<file path="config.mk">
export PLATFORM = sky130hd
export DESIGN_NAME = ubu_channel
export DESIGN_NICKNAME = d
export VERILOG_FILES = /design/src/core/ubu_pkg.sv /design/src/core/ubu_baud.sv /design/src/core/ubu_skid.sv /design/src/core/ubu_channel.sv
export VERILOG_INCLUDE_DIRS = /design/src /design/src/core
export SDC_FILE = /design/constraint.sdc
export NUM_CORES = 2
export LEC_CHECK = 0
export ABC_CLOCK_PERIOD_IN_PS = 8530
export BUFFER_PORTS_ARGS = -buffer_cell sky130_fd_sc_hd__clkbuf_2
export CAP_MARGIN = 20
export CORE_ASPECT_RATIO = 0.6
export CORE_MARGIN = 5
export CORE_UTILIZATION = 55
export DETAILED_ROUTE_END_ITERATION = 10
export PLACE_DENSITY_LB_ADDON = 0.05
export REMOVE_ABC_BUFFERS = 1
export SETUP_SLACK_MARGIN = 0.3
export SLEW_MARGIN = 0
export SYNTH_ARGS = -nofsm -noshare
export SYNTH_HDL_FRONTEND = slang
export SYNTH_MEMORY_MAX_BITS = 65536
export SYNTH_SLANG_ARGS = --single-unit
</file>
<file path="constraint.sdc">
create_clock -name i_mclk -period 8.53 [get_ports i_mclk]
set_input_delay 0.4265 -clock i_mclk [delete_from_list [all_inputs] [get_ports i_mclk]]
set_output_delay 0.4265 -clock i_mclk [all_outputs]
set_load 0.02 [all_outputs]
</file>
<file path="src/core/ubu_consts.svh">
`ifndef UBU_CONSTS_SVH
`define UBU_CONSTS_SVH
`define UBU_CLK_HZ 50000000
`define UBU_DIV_INT_MIN 14'h0002
`define UBU_DIV_INT_MAX 15'h4000
`define UBU_DIV_INT_RST 14'h001A
`define UBU_DIV_FRAC_RST 3'h0
`define UBU_TX_DEPTH 128
`define UBU_RX_DEPTH 384
`define UBU_MS_US 1000
`define UBU_MS_CYC ((`UBU_CLK_HZ / 1000000) * `UBU_MS_US)
`define UBU_FLUSH_RST 8'h10
`define UBU_XON 8'h11
`define UBU_XOFF 8'h13
`endif

</file>
<file path="src/core/ubu_pkg.sv">
package ubu_pkg;
    typedef enum logic [1:0]
    {
        UBU_MODE_UART = 2'b00,
        UBU_MODE_ABB = 2'b01,
        UBU_MODE_SBB = 2'b10
    } ubu_mode_type;
    typedef enum logic [1:0]
    {
        UBU_FLOW_NONE = 2'b00,
        UBU_FLOW_RTSCTS = 2'b01,
        UBU_FLOW_DTRDSR = 2'b10,
        UBU_FLOW_XONXOFF = 2'b11
    } ubu_flow_type;
    typedef enum logic [1:0]
    {
        UBU_TX_IDLE = 2'b00,
        UBU_TX_START = 2'b01,
        UBU_TX_DATA = 2'b10,
        UBU_TX_STOP = 2'b11
    } ubu_tx_state_type;
    typedef struct packed
    {
        logic [13:0] div_int;
        logic [2:0] div_frac;
    } ubu_baud_type;
    typedef struct packed
    {
        logic dcd;
        logic ri;
        logic dsr;
        logic cts;
    } ubu_modem_in_type;
endpackage : ubu_pkg

</file>
<file path="src/core/ubu_baud.sv">
`timescale 1ns/1ps
`default_nettype none
`include "ubu_consts.svh"
module ubu_baud
    import ubu_pkg::*;
(
    // Clock and reset
    input wire logic i_mclk,
    input wire logic i_rst_n,
    // Divisor
    input wire ubu_baud_type i_div,
    // Oversample enable, one cycle
    output logic o_tick
);
    logic [14:0] cnt_q;
    logic [2:0] phase_q;
    logic [14:0] lim;
    logic extra;
    logic [14:0] n_eff;
    // Zero selects the top divisor, which fourteen bits cannot hold; one is clamped up
    assign n_eff = (i_div.div_int == 14'h0000) ? `UBU_DIV_INT_MAX
                 : (i_div.div_int < `UBU_DIV_INT_MIN) ? {1'b0, `UBU_DIV_INT_MIN}
                 : {1'b0, i_div.div_int};
    // Fraction f/8: f periods out of each eight get one extra cycle
    assign extra = ({1'b0, phase_q} < {1'b0, i_div.div_frac});
    assign lim = extra ? n_eff : n_eff - 15'h0001;
    always_ff @(posedge i_mclk or negedge i_rst_n)
    begin
        if (!i_rst_n)
        begin
            cnt_q <= 15'h0000;
            phase_q <= 3'h0;
            o_tick <= 1'b0;
        end
        else if (cnt_q >= lim)
        begin
            cnt_q <= 15'h0000;
            phase_q <= phase_q + 3'h1;
            o_tick <= 1'b1;
        end
        else
        begin
            cnt_q <= cnt_q + 15'h0001;
            o_tick <= 1'b0;
        end
    end
endmodule : ubu_baud
`default_nettype wire

</file>
<file path="src/core/ubu_skid.sv">
`timescale 1ns/1ps
`default_nettype none
module ubu_skid #(
    parameter int WIDTH = 8
) (
    // Clock and reset
    input wire logic i_mclk,
    input wire logic i_rst_n,
    // Fill side
    input wire logic i_valid,
    input wire logic [WIDTH-1:0] i_data,
    output logic o_ready,
    // Drain side
    output logic o_valid,
    output logic [WIDTH-1:0] o_data,
    input wire logic i_ready
);
    // Two entries: a stall on the drain side costs no word
    logic [WIDTH-1:0] mem_q [0:1];
    logic wp_q;
    logic rp_q;
    logic [1:0] cnt_q;
    logic push;
    logic pop;
    assign o_ready = (cnt_q != 2'd2);
    assign o_valid = (cnt_q != 2'd0);
    assign o_data = mem_q[rp_q];
    assign push = i_valid && o_ready;
    assign pop = o_valid && i_ready;
    always_ff @(posedge i_mclk or negedge i_rst_n)
    begin
        if (!i_rst_n)
        begin
            wp_q <= 1'b0;
            rp_q <= 1'b0;
            cnt_q <= 2'd0;
        end
        else
        begin
            if (push)
            begin
                wp_q <= ~wp_q;
            end
            if (pop)
            begin
                rp_q <= ~rp_q;
            end
            cnt_q <= cnt_q + {1'b0, push} - {1'b0, pop};
        end
    end
    always_ff @(posedge i_mclk)
    begin
        if (push)
        begin
            mem_q[wp_q] <= i_data;
        end
    end
endmodule : ubu_skid
`default_nettype wire

</file>
<file path="src/core/ubu_channel.sv">
`timescale 1ns/1ps
`default_nettype none
`include "ubu_consts.svh"
module ubu_channel
    import ubu_pkg::*;
#(
    parameter int TX_DEPTH = `UBU_TX_DEPTH,
    parameter int RX_DEPTH = `UBU_RX_DEPTH,
    parameter int MS_CYC = `UBU_MS_CYC
) (
    // Clock and reset
    input wire logic i_mclk,
    input wire logic i_rst_n,
    // Configuration
    input wire ubu_mode_type i_mode,
    input wire ubu_flow_type i_flow,
    input wire ubu_baud_type i_div,
    input wire logic i_seven_bit,
    input wire logic i_break,
    input wire logic i_rts_set,
    input wire logic i_dtr_set,
    input wire logic [7:0] i_flush_ms,
    input wire logic [7:0] i_bb_dir,
    // USB out endpoint
    input wire logic i_out_valid,
    input wire logic [7:0] i_out_data,
    output logic o_out_ready,
    // USB in endpoint
    input wire logic i_in_req,
    output logic o_in_valid,
    output logic [7:0] o_in_data,
    output logic o_in_flush,
    // Serial side
    output logic o_txd,
    input wire logic i_rxd,
    output logic o_rts_n,
    output logic o_dtr_n,
    input wire ubu_modem_in_type i_modem_n,
    output logic o_line_driver_enable,
    output logic o_break_seen,
    output logic [3:0] o_modem_status,
    input wire logic i_send_now_wake_pin_n,
    // Bit-bang port
    input wire logic [7:0] i_bb,
    output logic [7:0] o_bb,
    output logic [7:0] o_bb_oe,
    output logic o_bb_wr_n,
    output logic o_bb_rd_n
);
    localparam int TXW = $clog2(TX_DEPTH);
    localparam int RXW = $clog2(RX_DEPTH + 1);

    // ----------------------------------------
    // Baud generator
    // ----------------------------------------
    logic tick;
    // Reference-to-divisor ratio sets the reachable 190..1.5625M range
    ubu_baud u_baud (
        .i_mclk(i_mclk),
        .i_rst_n(i_rst_n),
        .i_div(i_div),
        .o_tick(tick)
    );

    // ----------------------------------------
    // Transmit buffer
    // ----------------------------------------
    logic [7:0] txm [0:TX_DEPTH-1];
    logic [TXW-1:0] twp_q;
    logic [TXW-1:0] trp_q;
    logic [TXW:0] tcnt_q;
    logic tx_take;
    logic tpush;
    assign tpush = i_out_valid && o_out_ready;
    always_ff @(posedge i_mclk or negedge i_rst_n)
    begin
        if (!i_rst_n)
        begin
            twp_q <= '0;
            trp_q <= '0;
            tcnt_q <= '0;
            o_out_ready <= 1'b0;
        end
        else
        begin
            if (tpush)
            begin
                twp_q <= (twp_q == TXW'(TX_DEPTH - 1)) ? '0 : twp_q + 1'b1;
            end
            if (tx_take)
            begin
                trp_q <= (trp_q == TXW'(TX_DEPTH - 1)) ? '0 : trp_q + 1'b1;
            end
            tcnt_q <= tcnt_q + (TXW+1)'(tpush) - (TXW+1)'(tx_take);
            // Registered ready keeps one spare slot for the push in flight
            o_out_ready <= (tcnt_q + (TXW+1)'(tpush)) < (TXW+1)'(TX_DEPTH - 1);
        end
    end
    always_ff @(posedge i_mclk)
    begin
        if (tpush)
        begin
            txm[twp_q] <= i_out_data;
        end
    end
    logic tx_have;
    assign tx_have = (tcnt_q != '0);

    // ----------------------------------------
    // Flow control
    // ----------------------------------------
    logic xoff_q;
    logic tx_hold;
    always_comb
    begin
        case (i_flow)
            UBU_FLOW_RTSCTS: tx_hold = i_modem_n.cts;
            UBU_FLOW_DTRDSR: tx_hold = i_modem_n.dsr;
            UBU_FLOW_XONXOFF: tx_hold = xoff_q;
            default: tx_hold = 1'b0;
        endcase
    end

    // ----------------------------------------
    // UART transmitter
    // ----------------------------------------
    ubu_tx_state_type ts_q;
    logic [3:0] tsub_q;
    logic [2:0] tbit_q;
    logic [7:0] tsh_q;
    logic uart;
    assign uart = (i_mode == UBU_MODE_UART);
    logic tx_go;
    assign tx_go = uart && tick && ts_q == UBU_TX_IDLE && tx_have && !tx_hold && !i_break;
    logic abb_go;
    logic sbb_go;
    assign tx_take = tx_go || abb_go || sbb_go;
    always_ff @(posedge i_mclk or negedge i_rst_n)
    begin
        if (!i_rst_n)
        begin
            ts_q <= UBU_TX_IDLE;
            tsub_q <= 4'h0;
            tbit_q <= 3'h0;
            tsh_q <= 8'h00;
            o_txd <= 1'b1;
            o_line_driver_enable <= 1'b0;
        end
        else if (tick)
        begin
            tsub_q <= tsub_q + 4'h1;
            case (ts_q)
                UBU_TX_IDLE:
                begin
                    tsub_q <= 4'h0;
                    o_txd <= !i_break;
                    o_line_driver_enable <= tx_go;
                    if (tx_go)
                    begin
                        tsh_q <= txm[trp_q];
                        ts_q <= UBU_TX_START;
                        o_txd <= 1'b0;
                    end
                end
                UBU_TX_START:
                begin
                    if (tsub_q == 4'hF)
                    begin
                        ts_q <= UBU_TX_DATA;
                        tbit_q <= 3'h0;
                        o_txd <= tsh_q[0];
                    end
                end
                UBU_TX_DATA:
                begin
                    if (tsub_q == 4'hF)
                    begin
                        tsh_q <= {1'b1, tsh_q[7:1]};
                        tbit_q <= tbit_q + 3'h1;
                        o_txd <= tsh_q[1];
                        if (tbit_q == (i_seven_bit ? 3'h6 : 3'h7))
                        begin
                            ts_q <= UBU_TX_STOP;
                            o_txd <= 1'b1;
                        end
                    end
                end
                UBU_TX_STOP:
                begin
                    if (tsub_q == 4'hF)
                    begin
                        ts_q <= UBU_TX_IDLE;
                        // Stays on only if another byte follows at once
                        o_line_driver_enable <= tx_have && !tx_hold;
                    end
                end
                default: ts_q <= UBU_TX_IDLE;
            endcase
        end
    end

    // ----------------------------------------
    // UART receiver
    // ----------------------------------------
    logic [1:0] rs_q;
    logic [3:0] rsub_q;
    logic [2:0] rbit_q;
    logic [7:0] rsh_q;
    logic rx_push;
    logic [7:0] rx_byte;
    logic brk_zero_q;
    always_ff @(posedge i_mclk or negedge i_rst_n)
    begin
        if (!i_rst_n)
        begin
            rs_q <= 2'd0;
            rsub_q <= 4'h0;
            rbit_q <= 3'h0;
            rsh_q <= 8'h00;
            rx_push <= 1'b0;
            rx_byte <= 8'h00;
            brk_zero_q <= 1'b0;
            o_break_seen <= 1'b0;
            xoff_q <= 1'b0;
        end
        else
        begin
            rx_push <= 1'b0;
            if (uart && tick)
            begin
                rsub_q <= rsub_q + 4'h1;
                case (rs_q)
                    2'd0:
                    begin
                        rsub_q <= 4'h0;
                        brk_zero_q <= 1'b1;
                        if (!i_rxd)
                        begin
                            rs_q <= 2'd1;
                        end
                        else
                        begin
                            o_break_seen <= 1'b0;
                        end
                    end
                    2'd1:
                    begin
                        if (rsub_q == 4'h7)
                        begin
                            rs_q <= i_rxd ? 2'd0 : 2'd2;
                            rsub_q <= 4'h0;
                            rbit_q <= 3'h0;
                        end
                    end
                    2'd2:
                    begin
                        if (rsub_q == 4'hF)
                        begin
                            rsh_q <= i_seven_bit ? {1'b0, i_rxd, rsh_q[6:1]}
                                                 : {i_rxd, rsh_q[7:1]};
                            brk_zero_q <= brk_zero_q && !i_rxd;
                            rbit_q <= rbit_q + 3'h1;
                            if (rbit_q == (i_seven_bit ? 3'h6 : 3'h7))
                            begin
                                rs_q <= 2'd3;
                            end
                        end
                    end
                    default:
                    begin
                        if (rsub_q == 4'hF)
                        begin
                            rs_q <= 2'd0;
                            if (i_rxd)
                            begin
                                rx_byte <= rsh_q;
                                rx_push <= !(i_flow == UBU_FLOW_XONXOFF &&
                                            (rsh_q == `UBU_XON || rsh_q == `UBU_XOFF));
                                if (rsh_q == `UBU_XOFF)
                                begin
                                    xoff_q <= 1'b1;
                                end
                                else if (rsh_q == `UBU_XON)
                                begin
                                    xoff_q <= 1'b0;
                                end
                            end
                            else if (brk_zero_q)
                            begin
                                // All-zero frame with low stop bit
                                o_break_seen <= 1'b1;
                            end
                        end
                    end
                endcase
            end
        end
    end

    // ----------------------------------------
    // Modem lines
    // ----------------------------------------
    logic [RXW-1:0] rcnt_q;
    always_ff @(posedge i_mclk or negedge i_rst_n)
    begin
        if (!i_rst_n)
        begin
            o_rts_n <= 1'b1;
            o_dtr_n <= 1'b1;
            o_modem_status <= 4'h0;
        end
        else
        begin
            // RTS/CTS and DTR/DSR flow modes drop ready when the receive buffer nears full
            o_rts_n <= !(i_rts_set && !(i_flow == UBU_FLOW_RTSCTS &&
                        rcnt_q > RXW'(RX_DEPTH - 32)));
            o_dtr_n <= !(i_dtr_set && !(i_flow == UBU_FLOW_DTRDSR &&
                        rcnt_q > RXW'(RX_DEPTH - 32)));
            o_modem_status <= ~i_modem_n;
        end
    end

    // ----------------------------------------
    // Bit-bang port
    // ----------------------------------------
    logic [3:0] bdiv_q;
    logic bb_push;
    logic [7:0] bb_byte;
    assign abb_go = (i_mode == UBU_MODE_ABB) && tick && bdiv_q == 4'hF && tx_have;
    assign sbb_go = (i_mode == UBU_MODE_SBB) && tick && bdiv_q == 4'hF && tx_have;
    always_ff @(posedge i_mclk or negedge i_rst_n)
    begin
        if (!i_rst_n)
        begin
            bdiv_q <= 4'h0;
            o_bb <= 8'h00;
            o_bb_oe <= 8'h00;
            o_bb_wr_n <= 1'b1;
            o_bb_rd_n <= 1'b1;
            bb_push <= 1'b0;
            bb_byte <= 8'h00;
        end
        else
        begin
            bb_push <= 1'b0;
            o_bb_wr_n <= 1'b1;
            o_bb_rd_n <= 1'b1;
            o_bb_oe <= uart ? 8'h00 : i_bb_dir;
            if (tick)
            begin
                bdiv_q <= bdiv_q + 4'h1;
            end
            if (abb_go || sbb_go)
            begin
                o_bb <= txm[trp_q];
                o_bb_wr_n <= 1'b0;
            end
            if (sbb_go)
            begin
                // Pin state captured with the write, so bytes pair up
                bb_byte <= i_bb;
                bb_push <= 1'b1;
            end
            else if ((i_mode == UBU_MODE_ABB) && tick && bdiv_q == 4'h7)
            begin
                bb_byte <= i_bb;
                bb_push <= 1'b1;
                o_bb_rd_n <= 1'b0;
            end
        end
    end

    // ----------------------------------------
    // Receive path: two-entry buffer, then store
    // ----------------------------------------
    logic sk_valid;
    logic [7:0] sk_data;
    logic sk_ready;
    logic rfull;
    ubu_skid #(
        .WIDTH(8)
    ) u_skid (
        .i_mclk(i_mclk),
        .i_rst_n(i_rst_n),
        .i_valid(rx_push || bb_push),
        .i_data(rx_push ? rx_byte : bb_byte),
        .o_ready(),
        .o_valid(sk_valid),
        .o_data(sk_data),
        .i_ready(sk_ready)
    );
    assign sk_ready = !rfull;
    logic [7:0] rxm [0:RX_DEPTH-1];
    logic [RXW-1:0] rwp_q;
    logic [RXW-1:0] rrp_q;
    logic rpush;
    logic rpop;
    assign rfull = (rcnt_q == RXW'(RX_DEPTH));
    assign rpush = sk_valid && sk_ready;
    assign rpop = i_in_req && (rcnt_q != '0);
    always_ff @(posedge i_mclk or negedge i_rst_n)
    begin
        if (!i_rst_n)
        begin
            rwp_q <= '0;
            rrp_q <= '0;
            rcnt_q <= '0;
            o_in_valid <= 1'b0;
            o_in_data <= 8'h00;
        end
        else
        begin
            o_in_valid <= rpop;
            if (rpush)
            begin
                rwp_q <= (rwp_q == RXW'(RX_DEPTH - 1)) ? '0 : rwp_q + 1'b1;
            end
            if (rpop)
            begin
                o_in_data <= rxm[rrp_q];
                rrp_q <= (rrp_q == RXW'(RX_DEPTH - 1)) ? '0 : rrp_q + 1'b1;
            end
            rcnt_q <= rcnt_q + RXW'(rpush) - RXW'(rpop);
        end
    end
    always_ff @(posedge i_mclk)
    begin
        if (rpush)
        begin
            rxm[rwp_q] <= sk_data;
        end
    end

    // ----------------------------------------
    // Flush: send-now strobe and latency timer
    // ----------------------------------------
    logic [31:0] mscnt_q;
    logic [7:0] ms_q;
    logic sn_q;
    always_ff @(posedge i_mclk or negedge i_rst_n)
    begin
        if (!i_rst_n)
        begin
            mscnt_q <= 32'h0000_0000;
            ms_q <= 8'h00;
            sn_q <= 1'b1;
            o_in_flush <= 1'b0;
        end
        else
        begin
            sn_q <= i_send_now_wake_pin_n;
            mscnt_q <= (mscnt_q >= 32'(MS_CYC - 1)) ? 32'h0000_0000 : mscnt_q + 32'h1;
            if (rcnt_q == '0 || rpush)
            begin
                ms_q <= 8'h00;
                mscnt_q <= 32'h0000_0000;
            end
            else if (mscnt_q >= 32'(MS_CYC - 1) && ms_q != 8'hFF)
            begin
                ms_q <= ms_q + 8'h01;
            end
            // Set beats clear: a new request held off until flush reaches host
            if (sn_q && !i_send_now_wake_pin_n)
            begin
                o_in_flush <= 1'b1;
            end
            else if (i_flush_ms != 8'h00 && ms_q >= i_flush_ms && rcnt_q != '0)
            begin
                o_in_flush <= 1'b1;
            end
            else if (i_in_req && rcnt_q == '0)
            begin
                o_in_flush <= 1'b0;
            end
        end
    end
endmodule : ubu_channel
`default_nettype wire

</file>
# Yosys cells after proc, flatten, opt, wreduce, memory -nomap -nowiden
# Memories as Yosys holds them, arrays and structs flattened. A register that Yosys moved wholly into a read port is not among the register bits.
# Cells that the tools add are included.
[classes]
n_addsub = 20
magnitude_cmp = 7
n_eq_ne = 37
muxes = 79
n_bitwise = 5
n_reduce_logical = 81
[ops]
columns = ["op", "count"]
rows = [
  ["8-bit two-way mux", 9],
  ["32-bit two-way mux", 2],
  ["15-bit two-way mux", 3],
  ["32-bit by 1-bit adder with 32-bit output (second input constant)", 1],
  ["32-bit by 16-bit greater-or-equal comparator with 1-bit output (second input constant)", 1],
  ["1-bit two-way mux", 32],
  ["1-bit logical AND", 28],
  ["9-bit equality test (second input constant)", 3],
  ["2-bit two-way mux", 11],
  ["2-bit inequality test (second input constant)", 11],
  ["2-bit nonzero test", 11],
  ["4-bit AND reduction", 5],
  ["9-bit by 1-bit adder with 9-bit output (second input constant)", 2],
  ["9-bit two-way mux", 2],
  ["6-bit AND reduction", 3],
  ["8-bit by 5-bit equality test with 1-bit output (second input constant)", 2],
  ["8-bit one-hot mux with 2 select lines", 1],
  ["8-bit nonzero test", 2],
  ["15-bit by 1-bit adder with 15-bit output (second input constant)", 1],
  ["15-bit greater-or-equal comparator", 1],
  ["15-bit by 1-bit subtractor with 15-bit output (second input constant)", 1],
  ["7-bit by 1-bit adder with 7-bit output (second input constant)", 2],
  ["7-bit equality test (second input constant)", 2],
  ["14-bit logical NOT", 1],
  ["43 further kinds", 92],
]
[totals]
reg_bits = 201
ram_bits = 4112
in_bits = 67
word_cells = 275
mem_count = 3
[mem_list]
columns = ["memory", "words", "word_bits", "read_ports", "rd_clocked_by_memory_dff", "write_ports", "line", "text"]
rows = [
  ["rxm", 384, 8, 1, 1, 1, "ubu_channel.sv:393", "logic [7:0] rxm [0:RX_DEPTH-1];"],
  ["txm", 128, 8, 1, 0, 1, "ubu_channel.sv:68", "logic [7:0] txm [0:TX_DEPTH-1];"],
  ["u_skid.mem_q", 2, 8, 1, 0, 1, "ubu_skid.sv:19", "logic [WIDTH-1:0] mem_q [0:1];"],
]

# Logic depth before layout (Yosys ltp)
[depth]
word_depth = 9
depth_mapped = 23

# Modules after synthesis
# A second synthesis with hierarchy kept.
[unflattened]
cells_unflattened = 8173
hier_area_um2 = 169607.7
[by_module_without_submodules]
columns = ["module", "n_inst", "cells_per_inst", "area_each_um2", "seq_area_each_um2"]
rows = [
  ["ubu_channel", 1, 7957, 167279.2, 127659.9],
  ["ubu_baud", 1, 174, 1554.0, 475.5],
  ["ubu_skid", 1, 42, 774.5, 580.6],
]

# Worst setup path after synthesis
# No wires, ideal clock.
[synth_path]
path_kind = "in2reg"
start = "input i_div[10] in the netlist's numbering"
end = "register u_baud.phase_q[1]"
setup_time_ps = 125
arrival_ps = 4296
required_time_ps = 8405
setup_slack_ps = 4109
path_stages = 21
cell_sequence = "nor3_1 > nand2b_1 > nor4_1 > nand2b_1 > or4_1 > nand2_1 > ha_1 > nand2b_1 > or3_1 > clkbuf_1 > nor3_1 > xnor2_1 > ha_1 > a21o_1 > a21o_1 > a21o_1 > a21oi_1 > nor2b_1 > o21ai_0 > nand4_1 > mux2_2"
[synth_between]
elab_chain_len = 6
[synth_rtl]
columns = ["element", "line", "text"]
rows = [
  ["from (decl)", "ubu_channel.sv:17", "input wire ubu_baud_type i_div,"],
  ["14-bit by 2-bit < comparator with 1-bit output (no source line)", "--", ""],
  ["14-bit two-way mux", "ubu_baud.sv:22", ": (i_div.div_int < `UBU_DIV_INT_MIN) ? {1'b0, `UBU_DIV_INT_MIN}"],
  ["15-bit two-way mux *", "ubu_baud.sv:21", "assign n_eff = (i_div.div_int == 14'h0000) ? `UBU_DIV_INT_MAX"],
  ["15-bit by 1-bit subtractor with 15-bit output", "ubu_baud.sv:26", "assign lim = extra ? n_eff : n_eff - 15'h0001;"],
  ["15-bit two-way mux *", "ubu_baud.sv:26", ""],
  ["15-bit greater-or-equal comparator *", "ubu_baud.sv:35", "else if (cnt_q >= lim)"],
  ["to (signal assigned)", "ubu_baud.sv:38", "phase_q <= phase_q + 3'h1;"],
  ["to (decl)", "ubu_baud.sv:16", "logic [2:0] phase_q;"],
]
# Every way passes the cells marked *; elsewhere a longest branch is shown, timed or not.
# A chain may end at the register's enable or synchronous reset.

==> impl_metrics.yaml <==
yosys:
  postSynthCellCount: 8578
  synth-seq-cells: 4321
  yosysWarnings: 0
  synth-edff-count: 4112
  ys_types: 85
  synth_area_leaders: "edfxtp_1 73%, mux4_2 12%, dfrtp_1 3.0%"
  ys_top_cells_by_count: "4112 x edfxtp_1, 872 x mux4_2, 651 x nor2_1"
  async_flop_share: 0.0484
  synth_top_cell_by_area: "edfxtp_1"
  yosysTopAreaCellShare: 0.725
  netlist_area_sq_mm: 0.170
  synth_most_common_cell: "edfxtp_1"
  avgSynthCellArea_sq_um: 19.9
  ys.flop_type: "edfxtp_1"
  yosysSeqAreaShare: 0.756
clock_tree:
  clock_latency_ns: 0.96
  cts_buffers: 391
  clkTransAtPathRegs_ns: 0.07
  cts_tree: "built"
  htree_levels: 5
  post_cts_buffers: 0
  root_buffer: "clkbuf_16"
  clk_path_buf_depth: 4
  clock_sinks: 4321
  post_cts.resized_instances: 0
critical_path:
  path_class: "register to register"
  slowest_delay_ns: 0.94
  crit_path_end_kind: "register"
  worst_setup_path_start_kind: "register"
  crit_fanout: 34
  critical_path_arrival_ns: 6.39
  slowest_stage: "dfrtp_4"
  r2r_setup_slack_ns: 2.94
  ff2ff_path_depth: 10
  r2r_start: "rrp_q[0]$_DFFE_PN0P_"
  worst_ep_required_time_ns: 9.33
  r2r-end: "o_in_data[4]$_DFFE_PN0P_"
  path_cells: "buf_4 -> buf_4 -> mux4_2 -> mux2i_1 -> o21ai_0 -> a221oi_1 -> or4_1 -> a21oi_1 -> nor3_1 -> a21oi_1"
floorplan:
  die_area_sq_mm: 0.321
  start_util: 0.552
  die-height_um: 441
  fp.dieW_um: 728
  rows: 158
  core_sq_mm: 0.309
  ioPinCount: 105
sta:
  relSlewSlack: 0.124
  fmax_mhz: 179
  finalMaxSlewViolations: 0
  finalSetupViolations: 0
  setup_tns_ns: 0
  whs_ns: 0.0680
  worst_pin_slew_ns: 1.30
  fin_crit_sh: 0.655
  hold_viol: 0
  clock_skew_ns: 0.0744
  fin_crit_ns: 5.59
  rsz0062_at_grt: "no"
global_route:
  grt_pass1_wl_mm: 647
  grt_pass1_vias: 84800
  antenna_found_initial: 20
  grt_use_total: 0.284
  overflow: 0
  grt_max_degree: 209
status:
  status: "completed"
detailed_routing:
  routed.top_layer: "met5"
  met1_length_mm: 203
  wl_per_cell_um: 34.3
  vias: 88200
  drtIter0Drc: 12600
  wl_met2_mm: 185
  antenna_left: 0
  drtPass1Iterations: 6
  routed_wl_mm: 457
  drt_drc_violations_left: 0
  wl_met3_mm: 58.4
  vias_per_cell: 6.63
placement:
  io_buffers: 104
  dpl.hpwl_mm: 277
  gp_congestion: 0.882
  placed_cell_area_sq_mm: 0.176
power_and_ir_drop:
  powerDensity_mw_per_mm2: 258
  peakVddDrop_mv: 0.218
  p_leak_uw: 0.0511
cells_and_area:
  nNetsFinal: 8972
  n_fill_cell: 21600
  drive_gt1_frac: 0.206
  area.growth.synth_to_final_pct: 11.0
  final_area_sq_mm: 0.189
job:
  cap_viol_max_count: 0
min_path:
  hold_end: "txm[53][3]$_DFFE_PP_"
  hp-class: "input pin to register"
  whs_path_depth: 1
  worstHoldStart: "i_out_data[3]"
[worst max-delay path by stage]
stage | to | startpoint
after detailed placement | u_baud.phase_q[1]$_DFFE_PN0P_ | i_div[9]
after global placement | u_baud.phase_q[1]$_DFFE_PN0P_ | i_div[9]
after floorplan | o_in_data[5]$_DFFE_PN0P_ | rrp_q[0]$_DFFE_PN0P_
final | o_in_data[4]$_DFFE_PN0P_ | rrp_q[0]$_DFFE_PN0P_
after global routing | o_in_data[4]$_DFFE_PN0P_ | rrp_q[0]$_DFFE_PN0P_
after CTS | o_in_data[4]$_DFFE_PN0P_ | rrp_q[0]$_DFFE_PN0P_
[metal layers]
layer	up-vias	GRT usage
li1	35800	-
met1	47100	0.467
met2	4763	0.371
met3	588	0.0889
met4	14	0.0579
met5	-	0
[critical path, delay by kind of cell, from the launching register on]
kind	cells	cell delay, ns
buf+inv	2	1.26
compound gates	4	1.21
simple gates	2	1.15
flops	1	0.94
mux	2	0.79
[cells by family (layout without fill, tap and decap cells)]
family,Yosys count,after routing,synth area share
simple gates,1204,1204,0.0306
flops,4321,4321,0.756
xor+xnor,91,91,0.00468
compound gates,892,892,0.0365
buf+inv,566,1124,0.0171
mux,1427,1427,0.150
fa+ha+maj,76,76,0.00563
other cells,1,22,0.0000220
[where the power goes]
part / switching (uW) / internal (uW)
clock: 7860 / 10100
combinational: 5090 / 2230
sequential: 400 / 23200
[final cells by class]
| class | count | area [sq um] | share of cell area |
|---|---|---|---|
| clock inverter | 243 | 2530 | 0.0134 |
| clock buffer | 472 | 10300 | 0.0546 |
| antenna | 6 | 15.0 | 0.0000794 |
| tap | 4160 | 5200 | 0.0275 |
| timing repair buffer | 342 | 2870 | 0.0152 |
| multi-input combinational | 3706 | 39100 | 0.207 |
| inverter | 67 | 259 | 0.00137 |
| sequential | 4321 | 129000 | 0.681 |
[layout by cell type, fill, tap and decap left out, drive strengths merged, types with 43 or more instances in the layout]
cell,instances
inv,75
clkbuf,567
nand3,98
xnor2,47
mux4,883
dlygate4sd3,47
clkinv,174
nor3,43
a21oi,160
nor2b,47
dfrtp,203
edfxtp,4112
xor2,44
a211oi,68
ha,75
a22oi,79
o22ai,107
mux2,67
o21ai,127
mux2i,477
bufinv,46
buf,200
nor2,651
nand2,229
o221ai,143
[per-stage QoR]
stage	power, uW	worst slack [ns]	cells	utilization
after floorplan	28500	-26.71	8094	-
after global placement	31100	2.73	12500	0.569
after detailed placement	31200	2.85	12500	0.569
after CTS	48900	3.06	13300	0.612
after global routing	50200	2.64	13300	0.613
final	48800	2.94	13300	0.613
[flip-flops by register name, indices dropped and copies added (netlist names), 9 cells and up]
signal,cells
mscnt_q,32
rcnt_q,9
rrp_q,9
rwp_q,9
rxm,3072
txm,1024
u_baud.cnt_q,15
u_skid.mem_q,16
[repair_timing]
item | in CTS | in global routing
hold buffers | 47 | 0
endpoints found under the setup margin | 0 | 0
endpoints found under the hold margin | 206 | 0
No activity file was read; power rests on OpenSTA's default activity.
